<file path="src/rtl/ccr_pkg.sv">
// Constants for the converter configuration register bank.
// Assumes a single 200 MHz clock and a documented register write port.
// How it works
// - Writing one to calibration bit starts an on-command calibration.
// - Calibration bit stays set; software clears then sets for another calibration.
// - Calibration request is register bit OR pin; both low before raising.
// - Phase select bit chooses 0 or 90 degree output data to clock phase.
// - Phase select ignored while outputs are not demultiplexed.
// - Output swing bit selects lower or higher differential output level.
// - Test pattern bit drives fixed pattern instead of converted samples.
// - In-phase power-down bit powers down that channel when one.
// - Quadrature power-down bit powers down that channel when one.
// - Channel powers down if its pin or its register bit asks.
// - Dual-edge bit selects normal two-channel or dual-edge sampling.
// - In dual-edge mode, input select picks in-phase (0) or quadrature (1).
// - In dual-edge mode, join bit connects both inputs together.
// - Format bit selects offset binary or two's complement coding.
// - Common-mode code lowers output common mode about 28.6 mV per step.
// - Registers take effect only in extended control mode.
package ccr_pkg;
   localparam logic [3:0] CCR_MAIN_ADDR = 4'h0;
   localparam logic [3:0] CCR_VCMO_ADDR = 4'h1;
   localparam logic [15:0] CCR_MAIN_RST = 16'h2000;
   localparam logic [15:0] CCR_VCMO_RST = 16'h2A00;
   localparam int CCR_CAL_BIT = 15;
   localparam int CCR_DPS_BIT = 14;
   localparam int CCR_SWING_BIT = 13;
   localparam int CCR_TPM_BIT = 12;
   localparam int CCR_PDI_BIT = 11;
   localparam int CCR_PDQ_BIT = 10;
   localparam int CCR_LFS_BIT = 8;
   localparam int CCR_DES_BIT = 7;
   localparam int CCR_DEQ_BIT = 6;
   localparam int CCR_DIQ_BIT = 5;
   localparam int CCR_FMT_BIT = 4;
   localparam int CCR_VCA_LSB = 5;
   localparam int CCR_VCA_W = 3;
   localparam logic [2:0] CCR_JOINED_INPUT_DUAL_EDGE_MODE_CODE = 3'h5;
   localparam int CCR_SYNC_STAGES = 3;
endpackage : ccr_pkg

</file>
<file path="src/rtl/ccr_config_regs.sv">
// Main configuration and output common-mode registers with their control decode.
// Assumes a synchronous write/read port from the serial control logic.
`timescale 1ns/1ps
module ccr_config_regs
   import ccr_pkg::*;
(
   input wire logic ref_clk_i,
   input wire logic rst_n_i,
   input wire logic clk_en_i,
   input wire logic wr_en_i,
   input wire logic [3:0] addr_i,
   input wire logic [15:0] wdata_i,
   output logic [15:0] rdata_o,
   input wire logic extended_control_mode_i,
   input wire logic demux_mode_i,
   input wire logic cal_pin_i,
   input wire logic inphase_pd_pin_i,
   input wire logic quadrature_pd_pin_i,
   input wire logic pin_ddr_phase_select_i,
   input wire logic pin_swing_high_i,
   input wire logic pin_dual_edge_i,
   input wire logic pin_dual_edge_input_select_i,
   input wire logic pin_twos_complement_i,
   output logic cal_start_o,
   output logic ddr_phase_select_o,
   output logic swing_high_o,
   output logic test_pattern_enable_o,
   output logic inphase_power_down_o,
   output logic quadrature_power_down_o,
   output logic low_frequency_select_o,
   output logic dual_edge_mode_o,
   output logic dual_edge_input_select_o,
   output logic dual_edge_input_join_o,
   output logic joined_input_dual_edge_mode_o,
   output logic quadrature_dual_edge_mode_o,
   output logic twos_complement_select_o,
   output logic [2:0] common_mode_adjust_code_o
);
   // ----------------------------------------
   // Register storage
   // ----------------------------------------
   logic [15:0] main_r;
   logic [15:0] vcmo_r;
   logic [15:0] rdata_r;
   wire wr_main = wr_en_i && (addr_i == CCR_MAIN_ADDR);
   wire wr_vcmo = wr_en_i && (addr_i == CCR_VCMO_ADDR);

   // Bits stored as written; calibration bit never self-clears
   always_ff @(posedge ref_clk_i or negedge rst_n_i) begin
      if (!rst_n_i) begin
         main_r <= CCR_MAIN_RST;
         vcmo_r <= CCR_VCMO_RST;
         rdata_r <= 16'h0000;
      end else if (clk_en_i) begin
         if (wr_main) main_r <= wdata_i;
         if (wr_vcmo) vcmo_r <= wdata_i;
         rdata_r <= (addr_i == CCR_MAIN_ADDR) ? main_r :
                    (addr_i == CCR_VCMO_ADDR) ? vcmo_r : 16'h0000;
      end
   end
   assign rdata_o = rdata_r;

   // ----------------------------------------
   // Pin synchronisers
   // ----------------------------------------
   logic cal_pin_s;
   logic pdi_pin_s;
   logic pdq_pin_s;
   logic ecm_pin_s;
   logic demux_s;
   logic dps_pin_s;
   logic swing_pin_s;
   logic des_pin_s;
   logic sel_pin_s;
   logic fmt_pin_s;
   ccr_pin_sync u_cal_sync (
      .ref_clk_i(ref_clk_i),
      .rst_n_i(rst_n_i),
      .clk_en_i(clk_en_i),
      .pin_i(cal_pin_i),
      .level_o(cal_pin_s)
   );
   ccr_pin_sync u_pdi_sync (
      .ref_clk_i(ref_clk_i),
      .rst_n_i(rst_n_i),
      .clk_en_i(clk_en_i),
      .pin_i(inphase_pd_pin_i),
      .level_o(pdi_pin_s)
   );
   ccr_pin_sync u_pdq_sync (
      .ref_clk_i(ref_clk_i),
      .rst_n_i(rst_n_i),
      .clk_en_i(clk_en_i),
      .pin_i(quadrature_pd_pin_i),
      .level_o(pdq_pin_s)
   );
   // Mode straps are pins too; a mode change lands four edges late
   ccr_pin_sync u_ecm_sync (
      .ref_clk_i(ref_clk_i),
      .rst_n_i(rst_n_i),
      .clk_en_i(clk_en_i),
      .pin_i(extended_control_mode_i),
      .level_o(ecm_pin_s)
   );
   ccr_pin_sync u_demux_sync (
      .ref_clk_i(ref_clk_i),
      .rst_n_i(rst_n_i),
      .clk_en_i(clk_en_i),
      .pin_i(demux_mode_i),
      .level_o(demux_s)
   );
   ccr_pin_sync u_dps_sync (
      .ref_clk_i(ref_clk_i),
      .rst_n_i(rst_n_i),
      .clk_en_i(clk_en_i),
      .pin_i(pin_ddr_phase_select_i),
      .level_o(dps_pin_s)
   );
   ccr_pin_sync u_swing_sync (
      .ref_clk_i(ref_clk_i),
      .rst_n_i(rst_n_i),
      .clk_en_i(clk_en_i),
      .pin_i(pin_swing_high_i),
      .level_o(swing_pin_s)
   );
   ccr_pin_sync u_des_sync (
      .ref_clk_i(ref_clk_i),
      .rst_n_i(rst_n_i),
      .clk_en_i(clk_en_i),
      .pin_i(pin_dual_edge_i),
      .level_o(des_pin_s)
   );
   ccr_pin_sync u_sel_sync (
      .ref_clk_i(ref_clk_i),
      .rst_n_i(rst_n_i),
      .clk_en_i(clk_en_i),
      .pin_i(pin_dual_edge_input_select_i),
      .level_o(sel_pin_s)
   );
   ccr_pin_sync u_fmt_sync (
      .ref_clk_i(ref_clk_i),
      .rst_n_i(rst_n_i),
      .clk_en_i(clk_en_i),
      .pin_i(pin_twos_complement_i),
      .level_o(fmt_pin_s)
   );

   // ----------------------------------------
   // Control decode
   // ----------------------------------------
   // Outside extended mode the register contents are ignored
   wire extended_control_mode = ecm_pin_s;
   wire cal_bit = extended_control_mode & main_r[CCR_CAL_BIT];
   wire cal_req = cal_bit | cal_pin_s;
   wire dps_sel = extended_control_mode ? main_r[CCR_DPS_BIT] : dps_pin_s;
   wire dps_eff = demux_s & dps_sel;
   wire swing_nxt = extended_control_mode ? main_r[CCR_SWING_BIT] : swing_pin_s;
   wire tpm_nxt = extended_control_mode & main_r[CCR_TPM_BIT];
   wire pdi_nxt = pdi_pin_s | (extended_control_mode & main_r[CCR_PDI_BIT]);
   wire pdq_nxt = pdq_pin_s | (extended_control_mode & main_r[CCR_PDQ_BIT]);
   wire lfs_nxt = extended_control_mode & main_r[CCR_LFS_BIT];
   wire des_nxt = extended_control_mode ? main_r[CCR_DES_BIT] : des_pin_s;
   wire deq_nxt = des_nxt & (extended_control_mode ? main_r[CCR_DEQ_BIT] : sel_pin_s);
   wire diq_nxt = des_nxt & extended_control_mode & main_r[CCR_DIQ_BIT];
   wire joined_input_dual_edge_mode_nxt = extended_control_mode && (main_r[CCR_DES_BIT:CCR_DIQ_BIT] == CCR_JOINED_INPUT_DUAL_EDGE_MODE_CODE);
   wire fmt_nxt = extended_control_mode ? main_r[CCR_FMT_BIT] : fmt_pin_s;
   wire [2:0] vca_nxt = extended_control_mode ? vcmo_r[CCR_VCA_LSB +: CCR_VCA_W] : 3'h0;

   ccr_cal_trig u_cal_trig (
      .ref_clk_i(ref_clk_i),
      .rst_n_i(rst_n_i),
      .clk_en_i(clk_en_i),
      .req_i(cal_req),
      .start_o(cal_start_o)
   );

   // ----------------------------------------
   // Registered control outputs
   // ----------------------------------------
   logic [13:0] ctl_r;
   logic [2:0] vca_r;
   always_ff @(posedge ref_clk_i or negedge rst_n_i) begin
      if (!rst_n_i) begin
         ctl_r <= 14'h0000;
         vca_r <= 3'h0;
      end else if (clk_en_i) begin
         ctl_r <= {dps_eff, swing_nxt, tpm_nxt, pdi_nxt, pdq_nxt, lfs_nxt, des_nxt,
                   deq_nxt, diq_nxt, joined_input_dual_edge_mode_nxt, des_nxt & deq_nxt, fmt_nxt, 2'b00};
         vca_r <= vca_nxt;
      end
   end
   assign ddr_phase_select_o = ctl_r[13];
   assign swing_high_o = ctl_r[12];
   assign test_pattern_enable_o = ctl_r[11];
   assign inphase_power_down_o = ctl_r[10];
   assign quadrature_power_down_o = ctl_r[9];
   assign low_frequency_select_o = ctl_r[8];
   assign dual_edge_mode_o = ctl_r[7];
   assign dual_edge_input_select_o = ctl_r[6];
   assign dual_edge_input_join_o = ctl_r[5];
   assign joined_input_dual_edge_mode_o = ctl_r[4];
   assign quadrature_dual_edge_mode_o = ctl_r[3];
   assign twos_complement_select_o = ctl_r[2];
   assign common_mode_adjust_code_o = vca_r;
endmodule : ccr_config_regs

</file>
<file path="src/rtl/ccr_pin_sync.sv">
// Three-stage pin synchroniser; output changes when stages two and three agree.
// Assumes an asynchronous pin input and a single clock.
`timescale 1ns/1ps
module ccr_pin_sync
   import ccr_pkg::*;
(
   input wire logic ref_clk_i,
   input wire logic rst_n_i,
   input wire logic clk_en_i,
   input wire logic pin_i,
   output logic level_o
);
   logic s1_r;
   logic s2_r;
   logic s3_r;
   logic level_r;
   wire agree = (s2_r == s3_r);

   always_ff @(posedge ref_clk_i or negedge rst_n_i) begin
      if (!rst_n_i) begin
         s1_r <= 1'b0;
         s2_r <= 1'b0;
         s3_r <= 1'b0;
         level_r <= 1'b0;
      end else if (clk_en_i) begin
         s1_r <= pin_i;
         s2_r <= s1_r;
         s3_r <= s2_r;
         if (agree) level_r <= s3_r;
      end
   end
   assign level_o = level_r;
endmodule : ccr_pin_sync

</file>
<file path="src/rtl/ccr_cal_trig.sv">
// Rising-edge detector on the combined calibration request.
// Assumes request is synchronous to ref_clk_i.
`timescale 1ns/1ps
module ccr_cal_trig
   import ccr_pkg::*;
(
   input wire logic ref_clk_i,
   input wire logic rst_n_i,
   input wire logic clk_en_i,
   input wire logic req_i,
   output logic start_o
);
   logic req_d_r;
   logic start_r;
   always_ff @(posedge ref_clk_i or negedge rst_n_i) begin
      if (!rst_n_i) begin
         req_d_r <= 1'b0;
         start_r <= 1'b0;
      end else if (clk_en_i) begin
         req_d_r <= req_i;
         start_r <= req_i & ~req_d_r;
      end
   end
   assign start_o = start_r;
endmodule : ccr_cal_trig

</file>
<file path="config.mk">
export PLATFORM = sky130hd
export DESIGN_NAME = ccr_config_regs
export DESIGN_NICKNAME = d
export VERILOG_FILES = /design/src/rtl/ccr_pkg.sv /design/src/rtl/ccr_config_regs.sv /design/src/rtl/ccr_pin_sync.sv /design/src/rtl/ccr_cal_trig.sv
export SDC_FILE = /design/constraint.sdc
export NUM_CORES = 1
export LEC_CHECK = 0
export ABC_AREA = 1
export BUFFER_PORTS_ARGS = -buffer_cell sky130_fd_sc_hd__buf_2
export CORE_UTILIZATION = 40
export CTS_BUF_LIST = sky130_fd_sc_hd__clkbuf_8 sky130_fd_sc_hd__clkbuf_16
export DETAILED_ROUTE_END_ITERATION = 8
export PLACE_DENSITY_LB_ADDON = 0.3
export SLEW_MARGIN = 20
export SYNTH_ARGS = -nofsm -noshare
export SYNTH_HDL_FRONTEND = slang
export SYNTH_SLANG_ARGS = --single-unit
</file>
<file path="constraint.sdc">
create_clock -name ref_clk_i -period 1.7 [get_ports ref_clk_i]
set_input_delay 0.085 -clock ref_clk_i [delete_from_list [all_inputs] [get_ports ref_clk_i]]
set_output_delay 0.085 -clock ref_clk_i [all_outputs]
set_load 0.02 [all_outputs]
</file>
==> flow_summary.rst <==
.. list-table::
   :header-rows: 1

   * - Metric
     - Value
   * - Clock sinks
     - 104
   * - GRT Resource Usage Total
     - 17.7%
   * - Clock edge transition at the registers on the reported setup and hold paths
     - between 0.1 and 0.15 ns
   * - Outcome
     - finished, final reports clean
   * - Vias/cell
     - 4.69
   * - Synthesis Warnings
     - 0
   * - Max-cap violations
     - 0
   * - Detailed-routing iteration count for the pre-antenna-repair pass
     - 4
   * - Clock skew after layout
     - about 0.015 ns
   * - Final setup violation count
     - 0
   * - Most common library cell in the layout ignoring fill and taps
     - sky130_fd_sc_hd__nand2_1
   * - Critical path start-end classification
     - reg2reg
   * - Root buf cell
     - sky130_fd_sc_hd__clkbuf_8
   * - # rows
     - 37
   * - Type of element capturing the critical path
     - flop
   * - Setup repair after global routing missed its margin
     - false
   * - Fin. Hold Viols
     - 0
   * - Power, Total
     - about 5.4 mW
   * - Most used cells in the layout excluding fill and tap cells
     - 181 x sky130_fd_sc_hd__nand2_1, 100 x sky130_fd_sc_hd__dfrtp_1, 66 x sky130_fd_sc_hd__o21ai_0
   * - Ratio of final minimum period to clock period
     - a little over four fifths
   * - Skew-Pair Late Insertion Delay
     - between 0.3 and 0.4 ns
   * - Maximum single-stage delay on the critical path
     - approximately 0.66 ns
   * - DRC Markers
     - 0
   * - Synthesized netlist net count
     - between 500 and 600
   * - Buffer levels on the longest clock path
     - 2
   * - Via count
     - roughly 3400
   * - Area of the mapped netlist
     - 4400 um^2
   * - Required time at the endpoint of the critical path
     - approximately 2 ns
   * - Hold Crit Class
     - in2reg
   * - Num CTS Buffers
     - 9
   * - CTS HTree Levels
     - 3
   * - Worst EP arrival
     - around 1.7 ns
   * - Cell Pwr Density
     - approximately 1000 nW/um^2
   * - Final net count
     - between 600 and 700
   * - Worst Max-Slew Pin Slew
     - around 0.49 ns
   * - Synthesized netlist cell count
     - ~490
   * - Leakage power summed over all cells
     - roughly 2.8 nW
   * - R2R setup slack
     - 0.28 ns
   * - Vias in the first global route
     - 3304
   * - Maximum number of pins on one net before global-route repair
     - 55
   * - Final WL
     - around 9.3 mm
   * - Width of the die
     - ~110 um
   * - VDD IR max
     - about 0.44 mV
   * - Antenna-violating nets left
     - 0
   * - Total Die Area
     - 11400 um^2
   * - Leading cell types by total area after synthesis
     - sky130_fd_sc_hd__dfrtp_1 57%, sky130_fd_sc_hd__nand2_1 15%, sky130_fd_sc_hd__o21ai_0 7.5%
   * - Sum of overflow across all layers after global routing
     - 0
   * - Standard cell with the maximum stage delay on the critical path
     - sky130_fd_sc_hd__dfrtp_1
   * - Nature of the critical path startpoint
     - flop
   * - Worst-path maximum fanout
     - 13
   * - Area fraction of the dominant cell type after synthesis
     - 56.9%
   * - CTS tree
     - built
   * - Min Tclk post-route
     - roughly 1.4 ns
   * - Worst-path cell chain
     - nand2_1 > inv_1 > nand3_1 > o21ai_0
   * - Total setup buffers inserted after CTS
     - 0
   * - Maximum achievable frequency
     - between 700 and 800 MHz
   * - Post-DP HPWL
     - 6.17 mm
   * - Relative max-transition margin
     - roughly 68%
   * - Overall die height
     - 107 um
   * - Wire length of the first global-routing pass
     - 15.7 mm
   * - Share of post-route cells with drive strength above 1
     - between 20% and 30%
   * - Number of buffer and inverter stages on the critical path
     - 1
   * - Starting Density
     - about two fifths
   * - Final weighted congestion of routability-driven global placement
     - 0.824
   * - Io pins
     - 66
   * - Final core utilization
     - 50.5%
   * - Std-Cell Core Area
     - about 11000 um^2
   * - Initial DRC Count
     - 186
   * - Accumulated negative setup slack
     - 0 ns
   * - Mean instance size in the synthesized netlist
     - just under 9 um^2
   * - Area leader, netlist
     - sky130_fd_sc_hd__dfrtp_1
   * - Post-synthesis sequential element count
     - between 100 and 150
   * - Average wire per cell in the routed design
     - between 10 and 15 um
   * - Area added between synthesis and finish
     - 20.6%
   * - Largest delay contributor family on the critical path
     - flip-flops
   * - Antenna cells
     - 0
   * - Share of synthesized area occupied by flip-flops and latches
     - about three fifths
   * - Pins Over Slew Limit
     - 0
   * - Count of buffers from port buffering
     - 65
   * - Synth unique cells
     - 22
   * - Number of antenna violations at the first check in global routing
     - 0
==> layout make-up <==
type	instances	area, um^2
Clock inverter	7	56.3
Sequential cell	104	2610
Inverter	36	135
Fill cell	993	5200
Multi-Input combinational cell	326	1500
Timing Repair Buffer	104	713
Tap cell	136	170
Clock buffer	9	124
==> flip-flops by register name, summed over array words and instances (netlist names), 3 cells and up <==
signal / count
main_r: 16
ctl_r: 11
common_mode_adjust_code_o: 3
vcmo_r: 16
rdata_o: 16
==> logic make-up after synthesis <==
family                 count (synthesis)  share of synthesized area [%]
flip-flops                           104                           59.3
AND/OR/NAND/NOR                      235                           22.0
buffers and inverters                 63                           6.68
AO/OA/AOI/OAI                         91                           12.0
==> path summary, 6_finish.rpt <==
check / from / to / cells past startpoint
max in group asynchronous: rst_n_i / vcmo_r[13] / 3
max: u_ecm_sync.level_o / ctl_r[4] / 4
max reg2reg: u_ecm_sync.level_o / ctl_r[4] / 4
min in group asynchronous: rst_n_i / main_r[0] / 2
min: addr_i[1] / rdata_o[1] / 6
min reg2reg: rdata_o[12] / rdata_o[12] / 2
==> stage by stage <==
step,area [um^2],std cells,worst slack (ns),hold slack [ns]
2_1_floorplan,4400,493,0.758,-0.211
3_3_place_gp,4850,679,0.296,0.0551
3_5_place_dp,4850,679,0.294,0.0564
4_1_cts,5310,722,0.264,0.157
5_1_grt,5310,722,0.0987,0.168
6_report,5310,722,0.279,0.157
==> power by group <==
group | switching (mW) | total, mW | internal, mW
registers | 0.236 | 3.08 | 2.84
clock network | 0.903 | 1.45 | 0.548
logic | 0.539 | 0.888 | 0.349
==> per-layer routing <==
metal	GRT usage (%)	part of all wire, %	vias up
met2	28.9	47	73
met4	5.58	1.2	0
met3	3.28	3.9	11
met5	0	0	-
li1	-	-	1738
met1	24.0	48	1563
==> cell usage after synthesis <==
| cell | instances |
|---|---|
| sky130_fd_sc_hd__a21oi_1 | 2 |
| sky130_fd_sc_hd__a22o_1 | 3 |
| sky130_fd_sc_hd__buf_1 | 1 |
| sky130_fd_sc_hd__buf_2 | 13 |
| sky130_fd_sc_hd__buf_4 | 3 |
| sky130_fd_sc_hd__buf_6 | 4 |
| sky130_fd_sc_hd__clkbuf_1 | 6 |
| sky130_fd_sc_hd__dfrtp_1 | 100 |
| sky130_fd_sc_hd__dfstp_2 | 4 |
| sky130_fd_sc_hd__inv_1 | 34 |
| sky130_fd_sc_hd__inv_2 | 2 |
| sky130_fd_sc_hd__nand2_1 | 181 |
| sky130_fd_sc_hd__nand2_2 | 1 |
| sky130_fd_sc_hd__nand3_1 | 35 |
| sky130_fd_sc_hd__nand3b_4 | 1 |
| sky130_fd_sc_hd__nor2_1 | 13 |
| sky130_fd_sc_hd__nor2_2 | 1 |
| sky130_fd_sc_hd__nor2_4 | 3 |
| sky130_fd_sc_hd__o21ai_0 | 66 |
| sky130_fd_sc_hd__o21ai_1 | 3 |
| sky130_fd_sc_hd__o21ai_2 | 16 |
| sky130_fd_sc_hd__o21bai_1 | 1 |
==> worst reg2reg max path: cells and delay by family, from the launching register on <==
family	cells	cell delay [ns]
AOI/OAI and AO/OA	1	0.16
DFF	1	0.66
and+or+nand+nor	2	0.36
buffers and inverters	1	0.17
==> timing repair <==
item                      4_1_cts  5_1_grt
hold buffers                   27        0
resized for setup               0        0
hold endpoints to repair       70        0
(Power assumes the default switching activity.)
